<file path="src/ics_pkg.sv">
// Constants, codes and helper functions for the internal clock source select block.
// Assumes a single 25 MHz reference clock; oscillator rates are modelled as tick rates.
`default_nettype none

package ics_pkg;

	// ----------------------------------------
	// Reference clock and timing
	// ----------------------------------------
	localparam int CLK_PERIOD_NS = 40;
	localparam int CLK_KHZ = 1000000 / CLK_PERIOD_NS;
	// Oscillators are modelled at 1/NCO_SCALE of their rate so 32 MHz fits a 25 MHz clock
	localparam int NCO_SCALE = 4;
	localparam int NCO_MODULUS = CLK_KHZ * NCO_SCALE;
	localparam int NCO_ACC_W = $clog2(NCO_MODULUS);
	localparam int SYNC_STAGES = 2;

	// ----------------------------------------
	// Oscillator rates in kHz
	// ----------------------------------------
	localparam logic [15:0] FAST_MAX_KHZ = 16'h7d00;
	localparam logic [15:0] SLOW_KHZ = 16'h001f;

	// ----------------------------------------
	// Source select codes
	// ----------------------------------------
	localparam logic [2:0] SRC_FAST_PLL = 3'h0;
	localparam logic [2:0] SRC_SLOW = 3'h5;
	localparam logic [2:0] SRC_FAST = 3'h6;

	// ----------------------------------------
	// Fast oscillator frequency select codes
	// ----------------------------------------
	localparam logic [3:0] FRQ_1MHZ = 4'h0;
	localparam logic [3:0] FRQ_2MHZ = 4'h1;
	localparam logic [3:0] FRQ_4MHZ = 4'h2;
	localparam logic [3:0] FRQ_8MHZ = 4'h3;
	localparam logic [3:0] FRQ_12MHZ = 4'h4;
	localparam logic [3:0] FRQ_16MHZ = 4'h6;
	localparam logic [3:0] FRQ_32MHZ = 4'h7;

	// ----------------------------------------
	// Reset values and divider range
	// ----------------------------------------
	localparam logic [2:0] RST_SOURCE = SRC_FAST;
	localparam logic [3:0] RST_FREQ = FRQ_1MHZ;
	localparam logic [3:0] RST_DIVIDER = 4'h0;
	localparam logic [3:0] DIV_MAX_CODE = 4'h9;
	localparam int DIV_CNT_W = 9;

	typedef enum logic [1:0] {
		ST_SYNC,
		ST_LOAD,
		ST_RUN,
		ST_SWITCH
	} ics_state_t;

	// Frequency in kHz of a fast oscillator code; zero marks a reserved code
	function automatic logic [15:0] freq_khz(input logic [3:0] code);
		unique case (code)
			FRQ_1MHZ: freq_khz = 16'h03e8;
			FRQ_2MHZ: freq_khz = 16'h07d0;
			FRQ_4MHZ: freq_khz = 16'h0fa0;
			FRQ_8MHZ: freq_khz = 16'h1f40;
			FRQ_12MHZ: freq_khz = 16'h2ee0;
			FRQ_16MHZ: freq_khz = 16'h3e80;
			FRQ_32MHZ: freq_khz = FAST_MAX_KHZ;
			default: freq_khz = 16'h0000;
		endcase
	endfunction

	// Only 8, 12 and 16 MHz may feed the doubler
	function automatic logic pll_input_ok(input logic [3:0] code);
		pll_input_ok = (code == FRQ_8MHZ) || (code == FRQ_12MHZ) || (code == FRQ_16MHZ);
	endfunction

	function automatic logic source_known(input logic [2:0] code);
		source_known = (code == SRC_FAST_PLL) || (code == SRC_SLOW) || (code == SRC_FAST);
	endfunction

endpackage

`default_nettype wire

</file>
<file path="src/ics_nco.sv">
// Oscillator model: phase accumulator that emits one tick per NCO_SCALE oscillator periods.
// Assumes i_step is a rate in kHz and the reference clock is the package rate.
`default_nettype none

module ics_nco #(
	parameter int ACC_W = ics_pkg::NCO_ACC_W,
	parameter int MODULUS = ics_pkg::NCO_MODULUS
) (
	input wire logic i_clk,
	input wire logic i_rst_b,
	input wire logic i_run,
	input wire logic [15:0] i_step,
	output logic o_tick
);

	typedef struct packed {
		logic [ACC_W-1:0] acc;
		logic tick;
	} ics_nco_t;

	ics_nco_t cur;
	ics_nco_t next_cur;
	logic [ACC_W:0] sum;

	always_comb begin
		next_cur = cur;
		sum = {1'b0, cur.acc} + (ACC_W + 1)'(i_step);
		next_cur.tick = 1'b0;
		if (!i_run) begin
			// A stopped oscillator restarts from phase zero
			next_cur.acc = '0;
		end else if (sum >= (ACC_W + 1)'(MODULUS)) begin
			next_cur.acc = ACC_W'(sum - (ACC_W + 1)'(MODULUS));
			next_cur.tick = 1'b1;
		end else begin
			next_cur.acc = ACC_W'(sum);
		end
	end

	always_ff @(posedge i_clk or negedge i_rst_b) begin
		if (!i_rst_b) begin
			cur <= '0;
		end else begin
			cur <= next_cur;
		end
	end

	assign o_tick = cur.tick;

endmodule

`default_nettype wire

</file>
<file path="src/ics_div.sv">
// Power-of-two post divider on a tick stream, ratios 1:1 to 1:512.
// Assumes i_tick is a one-cycle pulse; codes above the top ratio act as 1:512.
`default_nettype none

module ics_div #(
	parameter int CNT_W = ics_pkg::DIV_CNT_W
) (
	input wire logic i_clk,
	input wire logic i_rst_b,
	input wire logic i_tick,
	input wire logic i_restart,
	input wire logic [3:0] i_sel,
	output logic o_tick,
	output logic o_level
);

	typedef struct packed {
		logic [CNT_W-1:0] cnt;
		logic tick;
		logic level;
	} ics_div_t;

	ics_div_t cur;
	ics_div_t next_cur;
	logic [CNT_W-1:0] last;
	logic [3:0] sel;

	always_comb begin
		next_cur = cur;
		sel = (i_sel > ics_pkg::DIV_MAX_CODE) ? ics_pkg::DIV_MAX_CODE : i_sel;
		last = CNT_W'((1 << sel) - 1);
		next_cur.tick = 1'b0;
		if (i_restart) begin
			// Restart on a source change so the first output period is whole
			next_cur.cnt = '0;
			next_cur.level = 1'b0;
		end else if (i_tick) begin
			if (cur.cnt >= last) begin
				next_cur.cnt = '0;
				next_cur.tick = 1'b1;
				next_cur.level = !cur.level;
			end else begin
				next_cur.cnt = cur.cnt + 1'b1;
			end
		end
	end

	always_ff @(posedge i_clk or negedge i_rst_b) begin
		if (!i_rst_b) begin
			cur <= '0;
		end else begin
			cur <= next_cur;
		end
	end

	assign o_tick = cur.tick;
	assign o_level = cur.level;

endmodule

`default_nettype wire

</file>
<file path="src/ics_top.sv">
// Internal clock source select: two internal oscillators, doubler, divider and clock pin.
// Assumes configuration straps are pins (synchronised here) and software ports share I_CLK.
`default_nettype none

module ics_top (
	input wire logic I_CLK,
	input wire logic I_RST_B,
	input wire logic [2:0] I_RESET_SOURCE_SELECT,
	input wire logic I_CLOCK_OUT_PIN_ENABLE,
	input wire logic I_NEW_SOURCE_WRITE,
	input wire logic [2:0] I_NEW_SOURCE_SELECT,
	input wire logic I_FREQ_WRITE,
	input wire logic [3:0] I_FAST_OSC_FREQ_SELECT,
	input wire logic I_DIVIDER_WRITE,
	input wire logic [3:0] I_SOURCE_DIVIDER,
	output logic [2:0] O_ACTIVE_SOURCE,
	output logic [3:0] O_FAST_OSC_FREQ_SELECT,
	output logic [3:0] O_SOURCE_DIVIDER,
	output logic O_PLL_ENABLE,
	output logic O_PLL_FAULT,
	output logic O_SWITCH_BUSY,
	output logic O_FAST_OSC_RUN,
	output logic O_SLOW_OSC_RUN,
	output logic [15:0] O_SOURCE_FREQ_KHZ,
	output logic O_SYS_TICK,
	output logic O_SYS_CLK,
	output logic O_OSC_CLOCK_OUT_PIN,
	output logic O_OSC_CLOCK_OUT_PIN_OE
);

	// ----------------------------------------
	// State
	// ----------------------------------------
	typedef struct packed {
		ics_pkg::ics_state_t state;
		logic [2:0] strap_meta;
		logic [2:0] strap_sync;
		logic clkout_meta;
		logic clkout_sync;
		logic [2:0] source;
		logic [2:0] pending;
		logic [3:0] freq_sel;
		logic [3:0] divider;
		logic pll_on;
		logic pll_fault;
		logic restart;
		logic primed;
		logic busy;
		logic fast_run;
		logic slow_run;
		logic [15:0] src_khz;
		logic pin;
		logic pin_oe;
	} ics_top_t;

	ics_top_t cur;
	ics_top_t next_cur;

	logic fast_tick;
	logic slow_tick;
	logic src_tick;
	logic div_tick;
	logic div_level;
	logic [15:0] fast_step;
	logic pll_doubling;
	logic [15:0] fast_khz;

	// ----------------------------------------
	// Helpers
	// ----------------------------------------
	// Tick of the oscillator behind a source code
	function automatic logic pick_tick(input logic [2:0] code, input logic slow,
		input logic fast);
		pick_tick = (code == ics_pkg::SRC_SLOW) ? slow : fast;
	endfunction

	// An oscillator is wanted while it drives the clock or a pending switch waits on it
	function automatic logic osc_wanted(input ics_top_t st, input logic slow);
		osc_wanted = ((st.source == ics_pkg::SRC_SLOW) == slow) ||
			(st.state == ics_pkg::ST_SWITCH && ((st.pending == ics_pkg::SRC_SLOW) == slow));
	endfunction

	// ----------------------------------------
	// Oscillators
	// ----------------------------------------
	// Doubler only acts on a legal input; an illegal one passes undoubled and is flagged
	assign pll_doubling = cur.pll_on && ics_pkg::pll_input_ok(cur.freq_sel);
	assign fast_khz = ics_pkg::freq_khz(cur.freq_sel);
	// Doubling is a one-bit shift; every legal doubler input fits in 15 bits
	assign fast_step = pll_doubling ? {fast_khz[14:0], 1'b0} : fast_khz;

	// Fast oscillator rate follows the select code and the doubler
	ics_nco u_fast_osc (
		.i_clk(I_CLK),
		.i_rst_b(I_RST_B),
		.i_run(cur.fast_run),
		.i_step(fast_step),
		.o_tick(fast_tick)
	);

	// Slow oscillator rate is fixed; only its run enable changes
	ics_nco u_slow_osc (
		.i_clk(I_CLK),
		.i_rst_b(I_RST_B),
		.i_run(cur.slow_run),
		.i_step(ics_pkg::SLOW_KHZ),
		.o_tick(slow_tick)
	);

	// ----------------------------------------
	// Source mux and divider
	// ----------------------------------------
	assign src_tick = pick_tick(cur.source, slow_tick, fast_tick);

	// Restart pulse lines the divider up with the first tick of a new source
	ics_div u_divider (
		.i_clk(I_CLK),
		.i_rst_b(I_RST_B),
		.i_tick(src_tick),
		.i_restart(cur.restart),
		.i_sel(cur.divider),
		.o_tick(div_tick),
		.o_level(div_level)
	);

	// ----------------------------------------
	// Control
	// ----------------------------------------
	always_comb begin
		next_cur = cur;
		next_cur.restart = 1'b0;

		// ----------------------------------------
		// Synchronisers
		// ----------------------------------------
		// Straps are pins: two flops before anything reads them
		next_cur.strap_meta = I_RESET_SOURCE_SELECT;
		next_cur.strap_sync = cur.strap_meta;
		next_cur.clkout_meta = I_CLOCK_OUT_PIN_ENABLE;
		next_cur.clkout_sync = cur.clkout_meta;

		// ----------------------------------------
		// Start-up and source switching
		// ----------------------------------------
		unique case (cur.state)
			ics_pkg::ST_SYNC: begin
				// Wait two edges so the strap has crossed both synchroniser flops
				next_cur.primed = 1'b1;
				if (cur.primed) begin
					next_cur.state = ics_pkg::ST_LOAD;
				end
			end
			ics_pkg::ST_LOAD: begin
				// Strap is caught once after reset release, when the synchroniser is full
				next_cur.state = ics_pkg::ST_RUN;
				next_cur.restart = 1'b1;
				// Strap 000 starts the doubler on a 16 MHz input for 32 MHz
				if (cur.strap_sync == ics_pkg::SRC_FAST_PLL) begin
					next_cur.source = ics_pkg::SRC_FAST_PLL;
					next_cur.freq_sel = ics_pkg::FRQ_16MHZ;
					next_cur.pll_on = 1'b1;
				end else if (cur.strap_sync == ics_pkg::SRC_SLOW) begin
					next_cur.source = ics_pkg::SRC_SLOW;
					next_cur.pll_on = 1'b0;
				end else begin
					// Unlisted strap codes fall back to the 1 MHz start
					next_cur.source = ics_pkg::SRC_FAST;
					next_cur.freq_sel = ics_pkg::FRQ_1MHZ;
					next_cur.pll_on = 1'b0;
				end
			end
			ics_pkg::ST_RUN: begin
				// Unknown codes and writes during a switch are dropped without notice
				if (I_NEW_SOURCE_WRITE && ics_pkg::source_known(I_NEW_SOURCE_SELECT)) begin
					next_cur.pending = I_NEW_SOURCE_SELECT;
					next_cur.state = ics_pkg::ST_SWITCH;
				end
			end
			ics_pkg::ST_SWITCH: begin
				// Hand over only on a tick of the new source, so no runt period reaches the divider
				if (pick_tick(cur.pending, slow_tick, fast_tick)) begin
					next_cur.source = cur.pending;
					next_cur.pll_on = (cur.pending == ics_pkg::SRC_FAST_PLL);
					next_cur.restart = 1'b1;
					next_cur.state = ics_pkg::ST_RUN;
				end
			end
		endcase

		// ----------------------------------------
		// Software writes
		// ----------------------------------------
		// A frequency change reaches the oscillator on the next edge, without a switch
		// Software frequency and divider writes in ST_RUN or ST_SWITCH take effect at once; reserved frequency codes are ignored, every divider code is kept
		if (cur.state == ics_pkg::ST_RUN || cur.state == ics_pkg::ST_SWITCH) begin
			if (I_FREQ_WRITE && ics_pkg::freq_khz(I_FAST_OSC_FREQ_SELECT) != 16'h0000) begin
				next_cur.freq_sel = I_FAST_OSC_FREQ_SELECT;
			end
			if (I_DIVIDER_WRITE) begin
				next_cur.divider = I_SOURCE_DIVIDER;
			end
		end

		// ----------------------------------------
		// Oscillator enables and status
		// ----------------------------------------
		// Each oscillator runs while it drives the clock or is about to
		next_cur.fast_run = osc_wanted(next_cur, 1'b0);
		next_cur.slow_run = osc_wanted(next_cur, 1'b1);
		// Busy is registered so the status pin comes straight from a flop
		next_cur.busy = (next_cur.state == ics_pkg::ST_SWITCH);

		// ----------------------------------------
		// Doubler fault
		// ----------------------------------------
		// Software must pick a doubler input; otherwise the fault stays up
		next_cur.pll_fault = next_cur.pll_on && !ics_pkg::pll_input_ok(next_cur.freq_sel);

		// ----------------------------------------
		// Source rate
		// ----------------------------------------
		// Rate lags the source by one cycle; software polls it, so that is harmless
		if (cur.source == ics_pkg::SRC_SLOW) begin
			next_cur.src_khz = ics_pkg::SLOW_KHZ;
		end else begin
			next_cur.src_khz = fast_step;
		end

		// ----------------------------------------
		// Clock pin
		// ----------------------------------------
		// Pin carries the divided clock only when the config bit asks for it
		next_cur.pin_oe = cur.clkout_sync;
		next_cur.pin = cur.clkout_sync & div_level;
	end

	// ----------------------------------------
	// Registers
	// ----------------------------------------
	// One register stage for the whole state; reset values are constants only
	always_ff @(posedge I_CLK or negedge I_RST_B) begin
		if (!I_RST_B) begin
			cur <= '{
				state: ics_pkg::ST_SYNC,
				strap_meta: 3'h0,
				strap_sync: 3'h0,
				clkout_meta: 1'b0,
				clkout_sync: 1'b0,
				source: ics_pkg::RST_SOURCE,
				pending: ics_pkg::RST_SOURCE,
				freq_sel: ics_pkg::RST_FREQ,
				divider: ics_pkg::RST_DIVIDER,
				pll_on: 1'b0,
				pll_fault: 1'b0,
				restart: 1'b0,
				primed: 1'b0,
				busy: 1'b0,
				fast_run: 1'b1,
				slow_run: 1'b0,
				src_khz: 16'h0000,
				pin: 1'b0,
				pin_oe: 1'b0
			};
		end else begin
			cur <= next_cur;
		end
	end

	// ----------------------------------------
	// Outputs
	// ----------------------------------------
	// Every output is a register here or in a submodule
	assign O_ACTIVE_SOURCE = cur.source;
	assign O_FAST_OSC_FREQ_SELECT = cur.freq_sel;
	assign O_SOURCE_DIVIDER = cur.divider;
	assign O_PLL_ENABLE = cur.pll_on;
	assign O_PLL_FAULT = cur.pll_fault;
	assign O_SWITCH_BUSY = cur.busy;
	assign O_FAST_OSC_RUN = cur.fast_run;
	assign O_SLOW_OSC_RUN = cur.slow_run;
	assign O_SOURCE_FREQ_KHZ = cur.src_khz;
	assign O_SYS_TICK = div_tick;
	assign O_SYS_CLK = div_level;
	assign O_OSC_CLOCK_OUT_PIN = cur.pin;
	assign O_OSC_CLOCK_OUT_PIN_OE = cur.pin_oe;

endmodule

`default_nettype wire

</file>
<file path="config.mk">
export PLATFORM = sky130hd
export DESIGN_NAME = ics_top
export DESIGN_NICKNAME = d
export VERILOG_FILES = /design/src/ics_pkg.sv /design/src/ics_nco.sv /design/src/ics_div.sv /design/src/ics_top.sv
export SDC_FILE = /design/constraint.sdc
export NUM_CORES = 1
export LEC_CHECK = 0
export BUFFER_PORTS_ARGS = -buffer_cell sky130_fd_sc_hd__buf_2
export CELL_PAD_IN_SITES_DETAIL_PLACEMENT = 1
export CELL_PAD_IN_SITES_GLOBAL_PLACEMENT = 1
export CORE_AREA = 2 2 128 130
export CTS_CLUSTER_SIZE = 8
export DETAILED_ROUTE_END_ITERATION = 7
export DIE_AREA = 0 0 130 132
export GPL_TIMING_DRIVEN = 0
export PLACE_DENSITY = 0.86
export SKIP_CTS_REPAIR_TIMING = 1
export SLEW_MARGIN = 25
export SYNTH_ARGS = -nofsm -noshare
export SYNTH_HDL_FRONTEND = slang
export SYNTH_HIERARCHICAL = 1
export SYNTH_SLANG_ARGS = --single-unit
</file>
<file path="constraint.sdc">
create_clock -name I_CLK -period 4.3 [get_ports I_CLK]
set_input_delay 0.215 -clock I_CLK [delete_from_list [all_inputs] [get_ports I_CLK]]
set_output_delay 0.215 -clock I_CLK [all_outputs]
set_load 0.03 [all_outputs]
</file>
==> results of run 1 <==
## through the flow
stage | instances | hold WS, ns | power, mW | setup WS (ns) | util, %
finish | 1079 | 0.0926 | 5.72 | 0.339 | 51.3
detailed placement | 1059 | 0.156 | 4.76 | 0.184 | 48.9
global route | 1079 | 0.0859 | 6.20 | 0.0281 | 51.3
global placement | 1058 | 0.323 | 4.61 | 0.318 | 48.7
floorplan | 787 | -0.0806 | 3.98 | 0.877 | -
CTS | 1075 | -0.227 | 5.68 | 0.151 | 51.0
## worst max path at each step
stage	start	endpoint	cells past startpoint
3_5_place_dp	O_FAST_OSC_FREQ_SELECT[0]$_DFF_PN0_	u_fast_osc/cur[13]$_DFF_PN0_	13
3_3_place_gp	O_FAST_OSC_FREQ_SELECT[0]$_DFF_PN0_	u_fast_osc/cur[13]$_DFF_PN0_	13
5_1_grt	O_FAST_OSC_FREQ_SELECT[0]$_DFF_PN0_	u_fast_osc/cur[13]$_DFF_PN0_	13
6_report	O_FAST_OSC_FREQ_SELECT[0]$_DFF_PN0_	u_fast_osc/cur[13]$_DFF_PN0_	13
4_1_cts	O_FAST_OSC_FREQ_SELECT[0]$_DFF_PN0_	u_fast_osc/cur[13]$_DFF_PN0_	13
2_1_floorplan	O_PLL_ENABLE$_DFF_PN0_	u_fast_osc/cur[11]$_DFF_PN0_	15
## per-layer routing
layer,global-route usage (%),share of wire [%],up-vias
met3,3.49,2.7,35
met1,28.7,45,3052
met4,8.24,2.1,0
met2,40.5,51,107
met5,0,0,-
li1,-,-,2950
## critical path: stages, from the launching register on
cell and delay [ns]:
dfrtp_1 0.42, clkbuf_2 0.26, nor2_1 0.10, a221oi_1 0.53
ha_1 0.42, a21oi_1 0.18, o21ai_1 0.22, a221o_1 0.37
a211oi_2 0.35, a21oi_2 0.11, o211a_1 0.22, o21ai_4 0.34
a21oi_1 0.11, a31o_2 0.23
## synthesized netlist by cell type (all sizes together), types with 13 or more instances
library cell   n  area share (%)
clkbuf        15            0.80
o21ai         40             3.0
buf           34             3.5
a21o          24             2.7
nand2b        22             2.0
nor2          58             3.1
a21oi         60             4.6
nand3         18             1.4
nor3          20             1.6
and2          21             1.9
dfrtp         89              32
inv           21             1.1
nor2b         13             1.2
nand2         67             3.6
ha            45             8.0
## report_power, final
part | switching [mW] | internal [mW]
logic | 2.12 | 1.38
registers | 0.195 | 1.16
clock network | 0.366 | 0.500
## registers in the layout, indices dropped and copies added, names as in the netlist, 3 cells and up
register                count
u_fast_osc/cur             17
O_SOURCE_DIVIDER            4
cur                        15
u_divider/cur               9
O_SOURCE_FREQ_KHZ          14
O_FAST_OSC_FREQ_SELECT      4
O_ACTIVE_SOURCE             3
u_slow_osc/cur             17
## cell type report
| class | count | area [µm²] |
|---|---|---|
| multi-input combinational | 622 | 4370 |
| clock inverter | 4 | 53.8 |
| sequential | 94 | 2360 |
| fill | 1872 | 7650 |
| buffer | 48 | 302 |
| clock buffer | 12 | 267 |
| tap | 216 | 270 |
| inverter | 22 | 82.6 |
| timing repair buffer | 61 | 359 |
## logic make-up after synthesis
group / after synthesis / share of synthesized area [%]
compound gates: 226 / 24.8
other cells: 2 / 0.107
xor+xnor: 18 / 2.24
simple gates: 287 / 22.0
flops: 94 / 33.5
buf+inv: 71 / 5.50
fa+ha+maj: 47 / 8.58
mux: 21 / 3.22
==> impl_metrics.ini, run 1 <==
[power]
peakVddDrop_uv = 567
power.density_nw_per_um2 = 709
p_leak_nw = 3.75

[finish]
drive_gt1_share_pct = 20.4
final_cell_mix = dfrtp_1 (89), nand2_1 (66), buf_2 (57), nor2_1 (57), a21oi_1 (53)
final_common_cell = dfrtp_1
layout.cell_area.non_filler_um2 = 8060
area_delta_synth_final_pct = 14.7
diodes = 0
fin_nets = 925

[sta]
tns_ns = 0
rsz0062_at_grt = no
relSlewSlack_pct = 59.9
setup_viol = 0
timing.final.crit_share_pct = 92.1
worst_slew_pin_slew_ns = 0.598
clock_skew_ns = 0.00521
fmax_mhz = 252
hold_viol_final = 0
drv_slew = 0
finalCriticalPeriod_ns = 3.96

[setup_path]
reg2reg_from = O_FAST_OSC_FREQ_SELECT[0]$_DFF_PN0_
cp_max_fo = 10
arrival_ns = 4.20
worstRegToRegCells = 13
reg2reg_to = u_fast_osc/cur[13]$_DFF_PN0_
endpoint_kind = flip-flop
rrSetupSlack_ns = 0.34
path_class = reg -> reg
crit_required_ns = 4.54
cp-start-kind = flip-flop

[clock_tree]
clock_latency_ns = 0.35
tritoncts = done
ctsHtreeMaxLevel = 3
clock_path_buffers = 2
clk_pin_slew_ns = 0.07
root_buffer = clkbuf_16
cts_made_buffers = 9
cts_sinks = 94

[outcome]
status = finished clean

[global_route]
grt_max_degree = 56
grt_pass1_wl_um = 32200
first_global_vias = 6561
grt_usage_pct = 23.2
grt_overflow_total = 0
antenna_found_initial = 0

[worst_hold_path]
min_from = I_SOURCE_DIVIDER[2]
min_to = O_SOURCE_DIVIDER[2]$_DFFE_PN0P_
min_path_type = in -> reg
hold-path-cell-count = 2

[drt]
first_iter_violations = 273
drt-wirelength-per-cell_um = 17.7
ant_nets = 0
drcViolationCount = 0
drt-total-wl_um = 19100
vias = 6144
dr.pass1.iters = 4
avgViaCountPerCell = 5.69

[yosys]
ys_types = 106
avgSynthCellArea_um2 = 9.18
syn-cell-area_um2 = 7030
yosysWarnings = 6
synth_ff_type = dfrtp_1
seq_area_frac_synth_pct = 33.5
ys_seq_elements = 94
async_flop_share_pct = 100
synth_edf_count = 0
synthCells = 766

[placed_design]
place_congestion = 0.860
dp_hpwl_um = 14200
port_buffers = 55
placed_area_um2 = 7690

[floorplan]
core_area_um2 = 15700
die_area_um2 = 17200
die_h_um = 132
start_util_pct = 44.7
chipWidth_um = 130
rows = 46
ioPinCount = 56

[flow_run]
maxCapViolations = 0
Power figures use the tool's default switching activity.
==> inputs of run 2 (changes only) <==
Settings changed: CORE_AREA 2 2 128 130 to 2 2 131 133, DIE_AREA 0 0 130 132 to 0 0 133 135.
Clock period 4.3 ns to 3.6 ns, I/O delays scaled along.
==> run 2 against run 1 <==
The run now ends with negative setup slack left. Cell count increased by 2.0%. Hold slack lost 0.031 ns. Register-to-register slack worse by 0.38 ns. Setup slack got worse by 0.38 ns.
==> impl_metrics.ini, run 2 (synthesis results as in run 1) <==
[flow_run]
maxCapViolations = 0

[setup_path]
path_buf_inv = 2
crit_path_max_incr_delay_ns = 0.46
cp-start-kind = flip-flop
crit_chain = buf_4 -> xor2_1 -> nor2_1 -> nor2_1 -> ha_1 -> clkbuf_4 -> a21o_4 -> nor3b_1 -> a221o_1 -> a211oi_4 -> a21oi_2 -> o211ai_4 -> a21boi_4 -> o21ai_0 -> and3b_1
crit_required_ns = 3.84
cp_max_fo = 10
worstRegToRegCells = 15
cp.depth = 15
crit_slowest_cell = dfrtp_2
arrival_ns = 3.88
endpoint_kind = flip-flop
cpMostUsedCell = nor2_1
path_class = reg -> reg
cp_top_family = compound AO/OA/AOI/OAI gates

[worst_hold_path]
hold-path-cell-count = 2
min_path_type = in -> reg

[sta]
tns_ns = -0.0418
relSlewSlack_pct = 54.8
finalCriticalPeriod_ns = 3.64
fin_ws_ns = -0.0418
timing.final.crit_share_pct = 101
drv_slew = 0
hold_viol_final = 0
worst_slew_pin_slew_ns = 0.674
setup_viol = 1
fmax_mhz = 275
clock_skew_ns = 0.00986
rsz0062_at_grt = yes
hold_ws_ns = 0.0614

[power]
peakVddDrop_uv = 891
power.density_nw_per_um2 = 887
p_int_mw = 3.96
total_power_mw = 7.51
clock_power_share_pct = 13.5
p_leak_nw = 3.88
power_switching_mw = 3.55
pwr-share-comb_pct = 64.7
power_switching_share_pct = 47.3
p_seq_share_pct = 21.9

[finish]
final_common_cell = dfrtp_1
layout.cell_area.non_filler_um2 = 8470
drive_gt1_share_pct = 26.3
fin_nets = 943
area_delta_synth_final_pct = 20.4
fill_cells = 1891
diodes = 0
multi_input_area_um2 = 4640
register_area_um2 = 2360
largest_registers = u_fast_osc/cur: 17 flops, u_slow_osc/cur: 17 flops, cur: 15 flops
final_cell_mix = dfrtp_1 (84), nand2_1 (66), buf_2 (55), nor2_1 (55)

[placed_design]
place_congestion = 0.892
port_buffers = 55
dp_hpwl_um = 14300
placed_area_um2 = 7690

[clock_tree]
cts_made_buffers = 9
cts_sinks = 94
root_buffer = clkbuf_16
clk_pin_slew_ns = 0.07
clock_latency_ns = 0.37
clock_path_buffers = 2
tritoncts = done
ctsHtreeMaxLevel = 3

[global_route]
grt_max_degree = 75
antenna_found_initial = 0
first_global_vias = 6212
grt_pass1_wl_um = 30800
grt_overflow_total = 0
grt_usage_pct = 21.4

[drt]
dr.pass1.iters = 4
drt-wirelength-per-cell_um = 18.6
vias = 6258
first_iter_violations = 279
drcViolationCount = 0
drt-total-wl_um = 20500
avgViaCountPerCell = 5.68
ant_nets = 0

[floorplan]
ioPinCount = 56
die_h_um = 135
die_area_um2 = 18000
chipWidth_um = 133
core_area_um2 = 16400
start_util_pct = 42.9
rows = 47

[outcome]
violations = negative setup slack
status = finished, violations left
## run 2: cell count changes in the layout (fill, tap and decap cells not counted), moves of 4 or more
cell,change
ha_1,-5
a21oi_2,+6
ha_4,+4
dfrtp_1,-5
buf_4,+20
dfrtp_2,+5
inv_6,+4
clkbuf_1,-4
a21oi_1,-6
## run 2: path summary, 6_finish.rpt
path,to,startpoint,slack [ns]
worst max-delay path,u_fast_osc/cur[14]$_DFF_PN0_,O_FAST_OSC_FREQ_SELECT[2]$_DFF_PN0_,-0.04
worst max register to register,u_fast_osc/cur[14]$_DFF_PN0_,O_FAST_OSC_FREQ_SELECT[2]$_DFF_PN0_,-0.04
max in group asynchronous,cur[35]$_DFF_PN1_,I_RST_B,2.69
worst min register to register,cur[41]$_DFF_PN0_,cur[44]$_DFF_PN0_,0.35
min in group asynchronous,u_fast_osc/cur[17]$_DFF_PN0_,I_RST_B,0.23
worst min-delay path,O_SOURCE_DIVIDER[2]$_DFFE_PN0P_,I_SOURCE_DIVIDER[2],0.06
## run 2: final cells by class
class | instances | area share [%]
multi-input cells | 624 | 54.7
plain buffers | 46 | 3.68
clock buffers | 9 | 2.66
well taps | 220 | 3.25
flip-flops and latches | 94 | 27.9
repair buffers | 79 | 5.84
inverters | 22 | 0.975
clock inverters | 7 | 0.931
## run 2: power by group through the flow
stage | clock, mW | sequential [mW] | combinational [mW]
2_1_floorplan | 0 | 1.60 | 3.15
3_3_place_gp | 0 | 1.61 | 3.91
3_5_place_dp | 0 | 1.62 | 4.09
4_1_cts | 1.03 | 1.61 | 4.11
5_1_grt | 1.08 | 1.68 | 5.28
6_report | 1.01 | 1.64 | 4.86
## run 2: stage by stage
step           worst slack [ns]  util, %  std cells
2_1_floorplan             0.177        -        787
3_3_place_gp             -0.568     46.7       1062
3_5_place_dp             -0.730     46.9       1063
4_1_cts                  -0.762     48.7       1079
5_1_grt                  -0.146     51.6       1101
6_report                -0.0418     51.6       1101
## run 2: routing by layer
metal / GRT usage, % / up-vias / routed length, µm
met5: 0 / - / 0
met3: 4.47 / 17 / 608
met1: 26.8 / 3139 / 9060
li1: - / 3000 / -
met2: 37.7 / 102 / 10500
met4: 5.50 / 0 / 275
